==> src/rtl/ext_irq_pkg.sv <==
// package of the external interrupt and vector block: register indices, field
// positions, reset values, vector addresses, modes and bus carriers.
// assumes a 32-bit axi4-lite bus with an 8-bit byte address.
package ext_irq_pkg;

   // ----------------------------------------------------------------------
   // bus widths and carriers
   // ----------------------------------------------------------------------
   localparam int AXI_ADDR_W = 8;
   localparam int AXI_DATA_W = 32;

   typedef struct packed {
      logic awvalid;
      logic [AXI_ADDR_W-1:0] awaddr;
      logic wvalid;
      logic [AXI_DATA_W-1:0] wdata;
      logic [3:0] wstrb;
      logic bready;
      logic arvalid;
      logic [AXI_ADDR_W-1:0] araddr;
      logic rready;
   } axi_req_type;

   typedef struct packed {
      logic awready;
      logic wready;
      logic bvalid;
      logic [1:0] bresp;
      logic arready;
      logic rvalid;
      logic [AXI_DATA_W-1:0] rdata;
      logic [1:0] rresp;
   } axi_rsp_type;

   localparam logic [1:0] RESP_OKAY = 2'h0;
   localparam logic [1:0] RESP_DECERR = 2'h3;

   // ----------------------------------------------------------------------
   // register indices (byte address is four times the index)
   // ----------------------------------------------------------------------
   localparam logic [7:0] IDX_PC_MASK_LOW = 8'h12;
   localparam logic [7:0] IDX_PC_MASK_HIGH = 8'h20;
   localparam logic [7:0] IDX_MCU_CTRL = 8'h35;
   localparam logic [7:0] IDX_INT_FLAG = 8'h3A;
   localparam logic [7:0] IDX_INT_EN = 8'h3B;
   localparam logic [7:0] IDX_CORE_STATUS = 8'h3C;

   // ----------------------------------------------------------------------
   // field positions and reset values
   // ----------------------------------------------------------------------
   localparam int SENSE_LO_BIT = 0;
   localparam int SENSE_HI_BIT = 1;
   localparam int SLEEP_MODE_LO_BIT = 3;
   localparam int SLEEP_MODE_HI_BIT = 4;
   localparam int SLEEP_EN_BIT = 5;
   localparam int EXT_BIT = 6;
   localparam int PC_HIGH_BIT = 5;
   localparam int PC_LOW_BIT = 4;
   localparam logic [7:0] MCU_CTRL_RST = 8'h00;
   localparam logic [7:0] INT_EN_RST = 8'h00;
   localparam logic [7:0] INT_EN_WMASK = 8'h70;
   localparam logic [7:0] PC_MASK_LOW_RST = 8'h00;
   localparam logic [3:0] PC_MASK_HIGH_RST = 4'h0;

   // ----------------------------------------------------------------------
   // modes
   // ----------------------------------------------------------------------
   typedef enum logic [1:0] {
      SENSE_LOW = 2'h0,
      SENSE_ANY = 2'h1,
      SENSE_FALL = 2'h2,
      SENSE_RISE = 2'h3
   } sense_type;

   localparam logic [1:0] SLEEP_MODE_IDLE = 2'h0;

   typedef enum logic [1:0] {
      PS_RUN = 2'h0,
      PS_SLEEP = 2'h1,
      PS_START = 2'h3
   } power_state_type;

   // ----------------------------------------------------------------------
   // vector word addresses, lowest address has highest priority
   // ----------------------------------------------------------------------
   localparam logic [15:0] VEC_RESET = 16'h0000;
   localparam logic [15:0] VEC_EXT = 16'h0001;
   localparam logic [15:0] VEC_PC_LOW = 16'h0002;
   localparam logic [15:0] VEC_PC_HIGH = 16'h0003;
   localparam logic [15:0] VEC_WATCHDOG = 16'h0004;
   localparam logic [15:0] VEC_TIMER16_CAPTURE = 16'h0005;
   localparam logic [15:0] VEC_TIMER8_OVERFLOW = 16'h000B;
   localparam logic [15:0] VEC_COMPARATOR = 16'h000C;
   localparam logic [15:0] VEC_SERIAL_OVERFLOW = 16'h0010;
   localparam int VEC_COUNT = 17;
   localparam int PERIPH_COUNT = 13;

endpackage

==> src/rtl/pin_change_group.sv <==
// toggle detector for one group of pin-change inputs.
// assumes pins are synchronous to clock and that clock keeps running in sleep.
`timescale 1ns/100ps
module pin_change_group #(
   parameter int WIDTH = 8
) (
   input wire logic clock,
   input wire logic rst,
   input wire logic [WIDTH-1:0] pins,
   input wire logic [WIDTH-1:0] mask,
   output logic hit_r
);

   logic [WIDTH-1:0] prev_r;
   logic primed_r;

   // ----------------------------------------------------------------------
   // toggle capture
   // ----------------------------------------------------------------------
   // previous level; primed blocks a false toggle from the reset value
   always_ff @(posedge clock or posedge rst) begin
      if (rst) begin
         prev_r <= '0;
         primed_r <= 1'b0;
      end else begin
         prev_r <= pins;
         primed_r <= 1'b1;
      end
   end

   // not gated by the i/o clock, so a toggle can wake any sleep mode
   always_ff @(posedge clock or posedge rst) begin
      if (rst) begin
         hit_r <= 1'b0;
      end else begin
         hit_r <= primed_r & (|((pins ^ prev_r) & mask));
      end
   end

endmodule

==> src/rtl/ext_irq_ctrl.sv <==
// external interrupt pin, two pin-change groups, vector selection and sleep
// wake control, with its registers behind an axi4-lite slave.
// assumes pins synchronous to clock; peripheral requests arrive pre-enabled.
//
// The placing of the registers and register access over AXI4-Lite were left to the implementer.
`timescale 1ns/100ps
module ext_irq_ctrl
   import ext_irq_pkg::*;
#(
   parameter int STARTUP_CYCLES = 16
) (
   input wire logic clock,
   input wire logic rst,
   input wire axi_req_type axi_req,
   output axi_rsp_type axi_rsp,
   input wire logic ext_irq_pin,
   input wire logic [11:0] pin_change_inputs,
   input wire logic [PERIPH_COUNT-1:0] periph_req,
   input wire logic global_irq_en,
   input wire logic sleep_cmd,
   input wire logic vec_taken,
   output logic irq_valid_r,
   output logic [15:0] irq_vector_r,
   output logic boot_fetch_r,
   output logic io_clk_run_r,
   output logic asleep_r
);

   // ----------------------------------------------------------------------
   // functions
   // ----------------------------------------------------------------------
   // word index from a byte address; low two bits ignored
   function automatic logic [7:0] reg_index(input logic [AXI_ADDR_W-1:0] addr);
      return {2'h0, addr[7:2]};
   endfunction

   // lowest set bit wins, so lower vector addresses take priority
   function automatic logic [4:0] first_req(input logic [VEC_COUNT-1:0] v);
      logic [4:0] idx;
      idx = 5'h00;
      for (int i = VEC_COUNT - 1; i >= 0; i--) begin
         if (v[i]) begin
            idx = 5'(i);
         end
      end
      return idx;
   endfunction

   // ----------------------------------------------------------------------
   // declarations
   // ----------------------------------------------------------------------
   logic aw_got_r, w_got_r, awready_r, wready_r, bvalid_r, arready_r, rvalid_r;
   logic [AXI_ADDR_W-1:0] awaddr_r;
   logic [7:0] wdata_r;
   logic wstrb_r;
   logic [1:0] bresp_r, rresp_r, rresp_nxt;
   logic [AXI_DATA_W-1:0] rdata_r, rdata_nxt;
   logic [7:0] mcu_ctrl_r, int_en_r, pc_mask_low_r;
   logic [3:0] pc_mask_high_r;
   logic ext_flag_r, pc_low_flag_r, pc_high_flag_r;
   logic pin_q_r, pin_prev_r;
   logic hit_low, hit_high;
   logic wr_fire, wr_hit, ar_fire;
   logic [7:0] wr_idx, flag_w1c;
   sense_type sense;
   logic rise, fall, edge_hit, level_low;
   logic ext_req, pc_low_req, pc_high_req, pend_any;
   logic [VEC_COUNT-1:0] req_vec;
   logic [4:0] req_idx;
   logic clr_ext, clr_low, clr_high;
   power_state_type pstate_r, pstate_nxt;
   logic [1:0] sleep_mode_r;
   logic [15:0] start_cnt_r;

   // ----------------------------------------------------------------------
   // axi4-lite slave
   // ----------------------------------------------------------------------
   assign axi_rsp = '{awready: awready_r, wready: wready_r, bvalid: bvalid_r,
                      bresp: bresp_r, arready: arready_r, rvalid: rvalid_r,
                      rdata: rdata_r, rresp: rresp_r};
   assign wr_fire = aw_got_r & w_got_r & ~bvalid_r;
   assign wr_idx = reg_index(awaddr_r);
   assign wr_hit = (wr_idx == IDX_PC_MASK_LOW) | (wr_idx == IDX_PC_MASK_HIGH) |
                   (wr_idx == IDX_MCU_CTRL) | (wr_idx == IDX_INT_FLAG) |
                   (wr_idx == IDX_INT_EN) | (wr_idx == IDX_CORE_STATUS);
   assign ar_fire = axi_req.arvalid & arready_r;

   // address and data taken in either order; ready drops until response
   always_ff @(posedge clock or posedge rst) begin
      if (rst) begin
         aw_got_r <= 1'b0;
         w_got_r <= 1'b0;
         awready_r <= 1'b1;
         wready_r <= 1'b1;
         awaddr_r <= '0;
         wdata_r <= 8'h00;
         wstrb_r <= 1'b0;
      end else begin
         if (axi_req.awvalid & awready_r) begin
            aw_got_r <= 1'b1;
            awready_r <= 1'b0;
            awaddr_r <= axi_req.awaddr;
         end else if (wr_fire) begin
            aw_got_r <= 1'b0;
         end
         if (axi_req.wvalid & wready_r) begin
            w_got_r <= 1'b1;
            wready_r <= 1'b0;
            wdata_r <= axi_req.wdata[7:0];
            wstrb_r <= axi_req.wstrb[0];
         end else if (wr_fire) begin
            w_got_r <= 1'b0;
         end
         if (bvalid_r & axi_req.bready) begin
            awready_r <= 1'b1;
            wready_r <= 1'b1;
         end
      end
   end

   // write response; unmapped index answers decerr
   always_ff @(posedge clock or posedge rst) begin
      if (rst) begin
         bvalid_r <= 1'b0;
         bresp_r <= RESP_OKAY;
      end else if (wr_fire) begin
         bvalid_r <= 1'b1;
         bresp_r <= wr_hit ? RESP_OKAY : RESP_DECERR;
      end else if (axi_req.bready) begin
         bvalid_r <= 1'b0;
      end
   end

   // read mux, registers sit in the low byte
   always_comb begin
      rdata_nxt = '0;
      rresp_nxt = RESP_OKAY;
      unique case (reg_index(axi_req.araddr))
         IDX_PC_MASK_LOW: rdata_nxt[7:0] = pc_mask_low_r;
         IDX_PC_MASK_HIGH: rdata_nxt[3:0] = pc_mask_high_r;
         IDX_MCU_CTRL: rdata_nxt[7:0] = mcu_ctrl_r;
         IDX_INT_EN: rdata_nxt[7:0] = int_en_r;
         IDX_INT_FLAG: begin
            rdata_nxt[EXT_BIT] = ext_flag_r;
            rdata_nxt[PC_HIGH_BIT] = pc_high_flag_r;
            rdata_nxt[PC_LOW_BIT] = pc_low_flag_r;
         end
         IDX_CORE_STATUS: rdata_nxt[2:0] = {io_clk_run_r, asleep_r, pin_q_r};
         default: rresp_nxt = RESP_DECERR;
      endcase
   end

   // one read in flight; arready drops until the data are taken
   always_ff @(posedge clock or posedge rst) begin
      if (rst) begin
         arready_r <= 1'b1;
         rvalid_r <= 1'b0;
         rdata_r <= '0;
         rresp_r <= RESP_OKAY;
      end else if (ar_fire) begin
         arready_r <= 1'b0;
         rvalid_r <= 1'b1;
         rdata_r <= rdata_nxt;
         rresp_r <= rresp_nxt;
      end else if (rvalid_r & axi_req.rready) begin
         arready_r <= 1'b1;
         rvalid_r <= 1'b0;
      end
   end

   // ----------------------------------------------------------------------
   // control registers
   // ----------------------------------------------------------------------
   // byte lane 0 carries every register
   always_ff @(posedge clock or posedge rst) begin
      if (rst) begin
         mcu_ctrl_r <= MCU_CTRL_RST;
         int_en_r <= INT_EN_RST;
         pc_mask_low_r <= PC_MASK_LOW_RST;
         pc_mask_high_r <= PC_MASK_HIGH_RST;
      end else if (wr_fire & wstrb_r) begin
         if (wr_idx == IDX_MCU_CTRL) begin
            mcu_ctrl_r <= wdata_r;
         end
         if (wr_idx == IDX_INT_EN) begin
            int_en_r <= wdata_r & INT_EN_WMASK;
         end
         if (wr_idx == IDX_PC_MASK_LOW) begin
            pc_mask_low_r <= wdata_r;
         end
         if (wr_idx == IDX_PC_MASK_HIGH) begin
            pc_mask_high_r <= wdata_r[3:0];
         end
      end
   end

   assign flag_w1c = (wr_fire & wstrb_r & (wr_idx == IDX_INT_FLAG)) ? wdata_r : 8'h00;

   // ----------------------------------------------------------------------
   // external pin sensing
   // ----------------------------------------------------------------------
   // pad level is read whatever the pin direction, so software can self-trigger
   always_ff @(posedge clock or posedge rst) begin
      if (rst) begin
         pin_q_r <= 1'b1;
         pin_prev_r <= 1'b1;
      end else begin
         pin_q_r <= ext_irq_pin;
         pin_prev_r <= pin_q_r;
      end
   end

   assign sense = sense_type'({mcu_ctrl_r[SENSE_HI_BIT], mcu_ctrl_r[SENSE_LO_BIT]});
   assign rise = pin_q_r & ~pin_prev_r;
   assign fall = ~pin_q_r & pin_prev_r;
   assign level_low = (sense == SENSE_LOW) & ~pin_q_r;

   // edges need the i/o clock; the level path does not
   always_comb begin
      edge_hit = 1'b0;
      unique case (sense)
         SENSE_LOW: edge_hit = 1'b0;
         SENSE_ANY: edge_hit = rise | fall;
         SENSE_FALL: edge_hit = fall;
         SENSE_RISE: edge_hit = rise;
      endcase
      edge_hit = edge_hit & io_clk_run_r;
   end

   // ----------------------------------------------------------------------
   // pin-change groups
   // ----------------------------------------------------------------------
   pin_change_group #(.WIDTH(8)) u_group_low (
      .clock(clock),
      .rst(rst),
      .pins(pin_change_inputs[7:0]),
      .mask(pc_mask_low_r),
      .hit_r(hit_low)
   );

   pin_change_group #(.WIDTH(4)) u_group_high (
      .clock(clock),
      .rst(rst),
      .pins(pin_change_inputs[11:8]),
      .mask(pc_mask_high_r),
      .hit_r(hit_high)
   );

   // ----------------------------------------------------------------------
   // pending flags
   // ----------------------------------------------------------------------
   assign clr_ext = (vec_taken & irq_valid_r & (irq_vector_r == VEC_EXT)) | flag_w1c[EXT_BIT];
   assign clr_low = (vec_taken & irq_valid_r & (irq_vector_r == VEC_PC_LOW)) |
                    flag_w1c[PC_LOW_BIT];
   assign clr_high = (vec_taken & irq_valid_r & (irq_vector_r == VEC_PC_HIGH)) |
                     flag_w1c[PC_HIGH_BIT];

   // set beats clear in the same cycle so no event is lost
   always_ff @(posedge clock or posedge rst) begin
      if (rst) begin
         ext_flag_r <= 1'b0;
         pc_low_flag_r <= 1'b0;
         pc_high_flag_r <= 1'b0;
      end else begin
         if (sense == SENSE_LOW) begin
            ext_flag_r <= 1'b0;
         end else begin
            ext_flag_r <= edge_hit | (ext_flag_r & ~clr_ext);
         end
         pc_low_flag_r <= hit_low | (pc_low_flag_r & ~clr_low);
         pc_high_flag_r <= hit_high | (pc_high_flag_r & ~clr_high);
      end
   end

   // ----------------------------------------------------------------------
   // request gating and vector choice
   // ----------------------------------------------------------------------
   // level request follows the pin directly, no flag involved
   assign ext_req = int_en_r[EXT_BIT] &
                    ((sense == SENSE_LOW) ? level_low : ext_flag_r);
   assign pc_low_req = int_en_r[PC_LOW_BIT] & pc_low_flag_r;
   assign pc_high_req = int_en_r[PC_HIGH_BIT] & pc_high_flag_r;
   // slot 0 is the reset vector and is never requested here
   assign req_vec = {periph_req, pc_high_req, pc_low_req, ext_req, 1'b0};
   assign pend_any = |req_vec;
   assign req_idx = first_req(req_vec);

   // vector presented only while running; sleeping core cannot take it
   always_ff @(posedge clock or posedge rst) begin
      if (rst) begin
         irq_valid_r <= 1'b0;
         irq_vector_r <= VEC_RESET;
         boot_fetch_r <= 1'b1;
      end else begin
         boot_fetch_r <= 1'b0;
         irq_valid_r <= pend_any & global_irq_en & (pstate_r == PS_RUN) & ~vec_taken;
         irq_vector_r <= {11'h000, req_idx};
      end
   end

   // ----------------------------------------------------------------------
   // sleep and start-up sequencing
   // ----------------------------------------------------------------------
   always_comb begin
      pstate_nxt = pstate_r;
      unique case (pstate_r)
         PS_RUN: begin
            if (sleep_cmd & mcu_ctrl_r[SLEEP_EN_BIT]) begin
               pstate_nxt = PS_SLEEP;
            end
         end
         PS_SLEEP: begin
            if (pend_any) begin
               pstate_nxt = (sleep_mode_r == SLEEP_MODE_IDLE) ? PS_RUN : PS_START;
            end
         end
         PS_START: begin
            // level may vanish here: run resumes, no vector appears
            if (start_cnt_r == 16'(STARTUP_CYCLES - 1)) begin
               pstate_nxt = PS_RUN;
            end
         end
         default: pstate_nxt = PS_RUN;
      endcase
   end

   // mode latched on entry so a later write cannot alter this sleep
   always_ff @(posedge clock or posedge rst) begin
      if (rst) begin
         pstate_r <= PS_RUN;
         sleep_mode_r <= SLEEP_MODE_IDLE;
         start_cnt_r <= 16'h0000;
         asleep_r <= 1'b0;
         io_clk_run_r <= 1'b1;
      end else begin
         pstate_r <= pstate_nxt;
         if (pstate_r == PS_RUN) begin
            sleep_mode_r <= mcu_ctrl_r[SLEEP_MODE_HI_BIT:SLEEP_MODE_LO_BIT];
         end
         start_cnt_r <= (pstate_r == PS_START) ? start_cnt_r + 16'h0001 : 16'h0000;
         asleep_r <= (pstate_nxt != PS_RUN);
         io_clk_run_r <= (pstate_nxt == PS_RUN) | (pstate_nxt == PS_SLEEP & ((pstate_r == PS_RUN) ?
                         mcu_ctrl_r[SLEEP_MODE_HI_BIT:SLEEP_MODE_LO_BIT] : sleep_mode_r)
                         == SLEEP_MODE_IDLE);
      end
   end
endmodule

==> config.mk <==
export PLATFORM = sky130hd
export DESIGN_NAME = ext_irq_ctrl
export DESIGN_NICKNAME = d
export VERILOG_FILES = /design/src/rtl/ext_irq_pkg.sv /design/src/rtl/pin_change_group.sv /design/src/rtl/ext_irq_ctrl.sv
export SDC_FILE = /design/constraint.sdc
export NUM_CORES = 1
export LEC_CHECK = 0
export BUFFER_PORTS_ARGS = -buffer_cell sky130_fd_sc_hd__buf_2
export CORE_MARGIN = 1.5
export CORE_UTILIZATION = 48
export DETAILED_ROUTE_END_ITERATION = 16
export PLACE_DENSITY_LB_ADDON = 0.3
export SYNTH_ARGS = -nofsm -noshare
export SYNTH_HDL_FRONTEND = slang
export SYNTH_SLANG_ARGS = --single-unit
==> constraint.sdc <==
create_clock -name clock -period 4.18 [get_ports clock]
set_input_delay 1.045 -clock clock [delete_from_list [all_inputs] [get_ports clock]]
set_output_delay 1.045 -clock clock [all_outputs]
set_load 0.005 [all_outputs]
==> summary.md, run 1 <==
| Metric | Value |
|---|---|
| CP Max Fanout | `8` |
| Min Tclk post-route | `~2.2 ns` |
| Worst EP arrival | `around 2.5 ns` |
| FMAX | `446 MHz` |
| Final Util | `54.8%` |
| Most common cell after layout, fill and taps aside | `dfrtp_1` |
| Hold bufs inserted after CTS | `0` |
| Avg Inst Size Synth | `11.3 sq um` |
| Placed wire-length estimate | `about 7.5 mm` |
| Mux cell area share after synthesis | `roughly a tenth` |
| Clock Skews | `0.0169 ns` |
| Rows | `37` |
| Worst endpoint required time | `4.47 ns` |
| P&R area growth vs syn | `11.7%` |
| Ant. Diodes | `0` |
| Power per Cell Area | `439 nW/um^2` |
| Switching power share of the total | `32.5%` |
| CTS Buf Count | `9` |
| Crit Path Class | `primary input to register` |
| Router iterations before antenna repair | `4` |
| Post-CTS sizing | `0` |
| Clock-pin slew on the worst setup and hold paths | `0.11 ns` |
| Post-synthesis xor/xnor area fraction | `4.17%` |
| Clock power frac | `25.9%` |
| Logic gate share of total power | `18.3%` |
| First-pass GRT wire length | `approximately 16 mm` |
| LEAKAGE | `2.65 nW` |
| Post-CTS Setup Bufs | `0` |
| Post-synthesis sequential area ratio | `51.8%` |
| Setup TNS Final | `0 ns` |
| Yosys cell types | `61` |
| TritonCTS Sinks | `104` |
| Initial Util | `around half` |
| Via count | `3520` |
| Seq pwr share | `55.8%` |
| Routed wire length per instance | `15.0 um` |
| Number of synthesized flops with an enable pin | `0` |
| Nets | `just over 600` |
| Core area | `10300 sq um` |
| Port Buffers | `between 80 and 90` |
| Final hold violation count | `0` |
| Final Max Tran Viols | `0` |
| Combinational family with the most area after synthesis | `simple AND/OR/NAND/NOR gates` |
| Synth Flop Type | `dfrtp_1` |
| Post-synthesis compound-gate area fraction | `9.78%` |
| CTS tree | `done` |
| Largest net degree at the start of global routing | `75` |
| Worst vdd ir | `approximately 0.00032 V` |
| Chip Width | `105 um` |
| Net Sw Power | `804 uW` |
| Total GRT Usage | `around a fifth` |
| Skew-Pair Late Insertion Delay | `between 0.3 and 0.4 ns` |
| Flops & latches, synth | `~100` |
| H-tree depth | `3` |
| Synth Area in Adders | `0.745%` |
| Die Footprint | `11100 sq um` |
| Area fraction in and, or, nand and nor cells after synthesis | `15.6%` |
| Boundary Pins | `between 100 and 150` |
| # Max-Cap Violations | `0` |
| Root Driver | `clkbuf_8` |
| Outcome | `completed` |
| Critical path startpoint category | `primary input` |
| Final Cell Area | `5630 sq um` |
| Vias in the first global route | `3294` |
| Die span in y | `105 um` |
| Top cells by area, synth | `dfrtp_1, mux2_2, buf_4, dfstp_2, xor2_1` |
| DRT Wirelength | `10.0 mm` |
| Most frequent cells in the layout | `dfrtp_1, buf_2, mux2_2` |
| GPL Wtd Cong | `between 0.7 and 0.8` |
| Share of layout cells above drive strength 1 | `30.6%` |
| CP Capture Type | `register` |
| Clk buf depth | `2` |
| Unrepaired setup endpoints after global routing | `false` |
| Syn. warnings | `0` |
| DP Area | `5420 sq um` |
| Hold slack | `~0.42 ns` |
| Initial antenna violation count | `0` |
| Grt ovf | `0` |
| Netlist Area Pre-Place | `about 5000 sq um` |
| Antenna-violating nets left | `0` |
| Final std cells w/o fill | `668` |
| Fin crit share | `53.6%` |
| Yosys top cell by area | `dfrtp_1` |
| Synth top area share | `between 40% and 50%` |
| Post-synth ARST share | `100%` |
| Final Setup Violations | `0` |
| Placed cell count | `652` |
| Pint | `1.67 mW` |
| Rel. slew slack | `around two fifths` |
| Actual slew at the worst max-slew pin | `0.913 ns` |
| Detailed-route DRC error count | `0` |
| Class of the worst hold path | `register to register` |
| Vias per inst | `5.27` |
| Gate count after technology mapping | `around 450` |
| Initial DRC Count | `104` |
synth_stat cells, types with 2 or more instances:
cell type and n:
nor3_1 11, o211ai_1 2, nand3_1 7, a21oi_1 13, or3_1 3, o21ai_0 16
nand4b_1 2, dfrtp_1 97, xor2_1 21, and4_1 2, dfstp_2 7, and2_1 3
a22oi_1 11, mux2_2 40, ha_1 3, or4_1 2, nor4_1 5, nor2_1 30
conb_1 2, xnor2_1 3, o31ai_1 4, nand2b_1 6, inv_1 15, nand2_1 30
a31o_2 2, mux2i_1 4, a41oi_1 6, nand4_1 7, a221oi_1 4, buf_4 42
a31oi_1 4, nand3b_1 5, and3_1 4, or4_4 2, clkbuf_1 4, buf_2 3
routing by layer:
| metal | track usage, % | wire, um | vias up |
|---|---|---|---|
| met3 | 4.45 | 504 | 9 |
| met1 | 27.4 | 4920 | 1715 |
| met5 | 0 | 0 | - |
| met2 | 28.2 | 4470 | 100 |
| li1 | - | - | 1696 |
| met4 | 5.58 | 113 | 0 |
state kept, by name, indices dropped and copies added (netlist names), 2 cells and up:
register,count
awaddr_r,6
int_en_r,3
irq_vector_r,5
mcu_ctrl_r,8
pc_mask_high_r,4
pc_mask_low_r,8
pstate_r,2
rdata_r,8
sleep_mode_r,2
start_cnt_r,16
u_group_high.prev_r,4
u_group_low.prev_r,8
wdata_r,8
worst paths after layout:
| path | cells past startpoint | slack, ns | from | endpoint |
|---|---|---|---|---|
| hold reg to reg | 0 | 0.42 | pin_q_r | pin_prev_r |
| max in group asynchronous | 3 | 2.50 | rst | awready_r |
| min in group asynchronous | 2 | 0.86 | rst | irq_valid_r |
| hold / removal | 0 | 0.42 | pin_q_r | pin_prev_r |
| setup reg to reg | 3 | 2.30 | awaddr_r[2] | pc_mask_low_r[6] |
| setup / recovery | 5 | 1.94 | axi_req[3] | rdata_r[4] |
layout make-up:
class | count | area [sq um]
Inverter | 15 | 58.8
Clock buffer | 9 | 124
Timing Repair Buffer | 84 | 425
Clock inverter | 7 | 86.3
Multi-Input combinational cell | 313 | 2160
Tap cell | 136 | 170
Fill cell | 906 | 4650
Sequential cell | 104 | 2610
cell families (layout without fill, tap and decap cells):
kind of cell,count (synthesis),after routing
buf+inv,65,115
mux,44,44
simple gates,133,133
xor+xnor,24,24
compound gates,72,72
other cells,2,37
fa+ha+maj,3,3
flops,104,104
power groups by stage:
stage | clock (mW) | sequential [mW] | combinational, mW
after floorplan | 0 | 1.33 | 0.379
after CTS | 0.652 | 1.38 | 0.462
after detailed placement | 0 | 1.40 | 0.460
final | 0.640 | 1.38 | 0.453
after global placement | 0 | 1.39 | 0.444
after global routing | 0.698 | 1.41 | 0.512
through the flow:
step	total power [mW]	setup slack, ns
2_1_floorplan	1.71	0.414
3_3_place_gp	1.83	1.58
3_5_place_dp	1.86	1.56
4_1_cts	2.49	1.96
5_1_grt	2.62	1.87
6_report	2.47	1.94
critical path, cell delays in order:
cell	delay, ns
buf_2	0.16
nand2b_1	0.18
nor4_2	0.67
a221oi_1	0.22
o21ai_0	0.24
(Power assumes the default switching activity.)
==> run 2, diff against run 1 <==
clock period = 2.3 ns   (was 4.18 ns; I/O delays follow)
==> run 2 against run 1 <==
  * Power is 80% higher
  * Largest power group unchanged
  * Count of clock-buffer cells in the layout is 1 higher
  * Hold slack worse by 0.12 ns
  * Critical path type is now register to register
  * Combinational power is 82% higher
  * Utilization is 0.085 points higher
  * Global-route usage is 0.46 points lower
==> summary.md, run 2 (synthesis results as in run 1) <==
| Metric | Value |
|---|---|
| Max reg flops | `16 (unchanged)` |
| Hold_sp | `ext_irq_pin (was pin_q_r)` |
| Final hold violation count | `0 (unchanged)` |
| Worst Hold End | `pin_q_r (was pin_prev_r)` |
| Reg-to-Reg End | `pc_mask_low_r[6] (unchanged)` |
| Share of layout cells above drive strength 1 | `30.8% (was 30.6%)` |
| GPL Wtd Cong | `0.804 (was 0.772)` |
| Power per Cell Area | `789 nW/um^2 (was 439 nW/um^2)` |
| Core area | `10300 sq um (unchanged)` |
| First-pass GRT wire length | `16.1 mm (was 16.4 mm)` |
| Final std cells w/o fill | `669 (was 668)` |
| Post-CTS sizing | `0 (unchanged)` |
| Most frequent cells in the layout | `dfrtp_1, buf_2, mux2_2 (unchanged)` |
| # Max-Cap Violations | `0 (unchanged)` |
| Placed cell count | `653 (was 652)` |
| Die span in y | `105 um (unchanged)` |
| Setup TNS Final | `0 ns (unchanged)` |
| LEAKAGE | `2.66 nW (was 2.65 nW)` |
| DRT Wirelength | `9.87 mm (was 10.0 mm)` |
| Routed wire length per instance | `14.8 um (was 15.0 um)` |
| Port Buffers | `82 (unchanged)` |
| R2R Path Start | `awaddr_r[2] (unchanged)` |
| Largest Register | `start_cnt_r (unchanged)` |
| Unrepaired setup endpoints after global routing | `false (unchanged)` |
| Actual slew at the worst max-slew pin | `0.693 ns (was 0.913 ns)` |
| Min Tclk post-route | `1.91 ns` |
| Nets | `619 (was 618)` |
| DP Area | `5440 sq um (was 5420 sq um)` |
| Ant. Diodes | `0 (unchanged)` |
| Boundary Pins | `149 (unchanged)` |
| Dpl ws | `0.142 ns (was 1.56 ns)` |
| Initial DRC Count | `170 (was 104)` |
| FMAX | `523 MHz` |
| Clock Skews | `0.0131 ns (was 0.0169 ns)` |
| Met3 usage | `4.89% (was 4.45%)` |
| Rows | `37 (unchanged)` |
| CP Max Fanout | `8 (unchanged)` |
| Clk buf depth | `2 (unchanged)` |
| Initial antenna violation count | `0 (unchanged)` |
| Detailed-route DRC error count | `0 (unchanged)` |
| Class of the worst hold path | `primary input to register (was register to register)` |
| Final Util | `54.9% (was 54.8%)` |
| Fin crit share | `83.1%` |
| Grt met2 use | `29.0% (was 28.2%)` |
| R2R depth | `3 (unchanged)` |
| Most common cell after layout, fill and taps aside | `dfrtp_1 (unchanged)` |
| Outcome | `completed (unchanged)` |
| Crit Path Class | `register to register (was primary input to register)` |
| Vias in the first global route | `3348 (was 3294)` |
| Root Driver | `clkbuf_8 (unchanged)` |
| Die Footprint | `11100 sq um (unchanged)` |
| Largest net degree at the start of global routing | `105 (was 75)` |
| PnR worst setup slack | `0.388 ns (was 1.94 ns)` |
| Pwr Total | `4.45 mW (was 2.47 mW)` |
| CTS Buf Count | `9 (unchanged)` |
| Hold bufs inserted after CTS | `0 (unchanged)` |
| Final Max Tran Viols | `0 (unchanged)` |
| Worst vdd ir | `0.000538 V (was 0.000325 V)` |
| Placed wire-length estimate | `7.38 mm (was 7.50 mm)` |
| Skew-Pair Late Insertion Delay | `0.38 ns (about the same)` |
| H-tree depth | `3 (unchanged)` |
| Total GRT Usage | `18.4% (was 18.9%)` |
| Via count | `3507 (was 3520)` |
| Final Setup Violations | `0 (unchanged)` |
| Rel. slew slack | `53.4% (was 39.1%)` |
| CP Capture Type | `register (unchanged)` |
| Final Cell Area | `5640 sq um (was 5630 sq um)` |
| Worst path buffer plus inverter count | `0 (was 1)` |
| Critical path startpoint category | `register (was primary input)` |
| Largest stage delay, worst path | `0.55 ns (was 0.67 ns)` |
| Worst R2R Setup Slack | `0.39 ns (was 2.30 ns)` |
| Post-CTS Setup Bufs | `0 (unchanged)` |
| Vias per inst | `5.24 (was 5.27)` |
| CTS tree | `done (unchanged)` |
| CP Cell Sequence | `or4_4 -> nor3_4 -> mux2_2 (was buf_2 -> nand2b_1 -> nor4_2 -> a221oi_1 -> o21ai_0)` |
| CP delay by family, top | `simple AND/OR/NAND/NOR gates (unchanged)` |
| Hold slack | `0.298 ns (was 0.419 ns)` |
| Hold Path Stages | `1 (was 0)` |
| P&R area growth vs syn | `11.9% (was 11.7%)` |
| Worst endpoint required time | `2.56 ns (was 4.47 ns)` |
| Clock-pin slew on the worst setup and hold paths | `0.10 ns (was 0.11 ns)` |
| Chip Width | `105 um (unchanged)` |
| TritonCTS Sinks | `104 (unchanged)` |
| Initial Util | `49.1% (unchanged)` |
| Grt ovf | `0 (unchanged)` |
| Grt peak-use layer | `met2 (unchanged)` |
| Antenna-violating nets left | `0 (unchanged)` |
| Slowest cell on crit path | `or4_4 (was nor4_2)` |
| Router iterations before antenna repair | `7 (was 4)` |
| Met1 GRT Util | `25.0% (was 27.4%)` |
| Worst EP arrival | `2.17 ns (was 2.53 ns)` |
## run 2: cell type report
type / instances / area [sq um]
Inverter: 15 / 60.1
Clock buffer: 10 / 138
Fill cell: 923 / 4640
Clock inverter: 6 / 60.1
Timing Repair Buffer: 85 / 445
Sequential cell: 104 / 2610
Tap cell: 136 / 170
Multi-Input combinational cell: 313 / 2160
## run 2: report_power, final
part,switching (mW),internal [mW],total (mW)
Sequential,0.357,2.16,2.51
Combinational,0.376,0.446,0.823
Clock,0.663,0.450,1.11
## run 2: per-layer routing
metal	up-vias	wire length [um]	share of wire (%)
met5	-	0	0
met4	0	109	1.1
met3	11	478	4.8
met2	114	4580	46
met1	1691	4710	48
li1	1691	-	-
## run 2: worst max path at each step
| stage | start | to | slack, ns | cells after the start |
|---|---|---|---|---|
| after CTS | awaddr_r[2] | pc_mask_low_r[6] | 0.38 | 3 |
| after global routing | awaddr_r[2] | pc_mask_low_r[6] | 0.30 | 3 |
| after floorplan | periph_req[8] | irq_valid_r | 0.38 | 4 |
| after global placement | periph_req[8] | irq_valid_r | 0.18 | 5 |
| after detailed placement | periph_req[8] | irq_valid_r | 0.14 | 5 |
| final | awaddr_r[2] | pc_mask_low_r[6] | 0.39 | 3 |
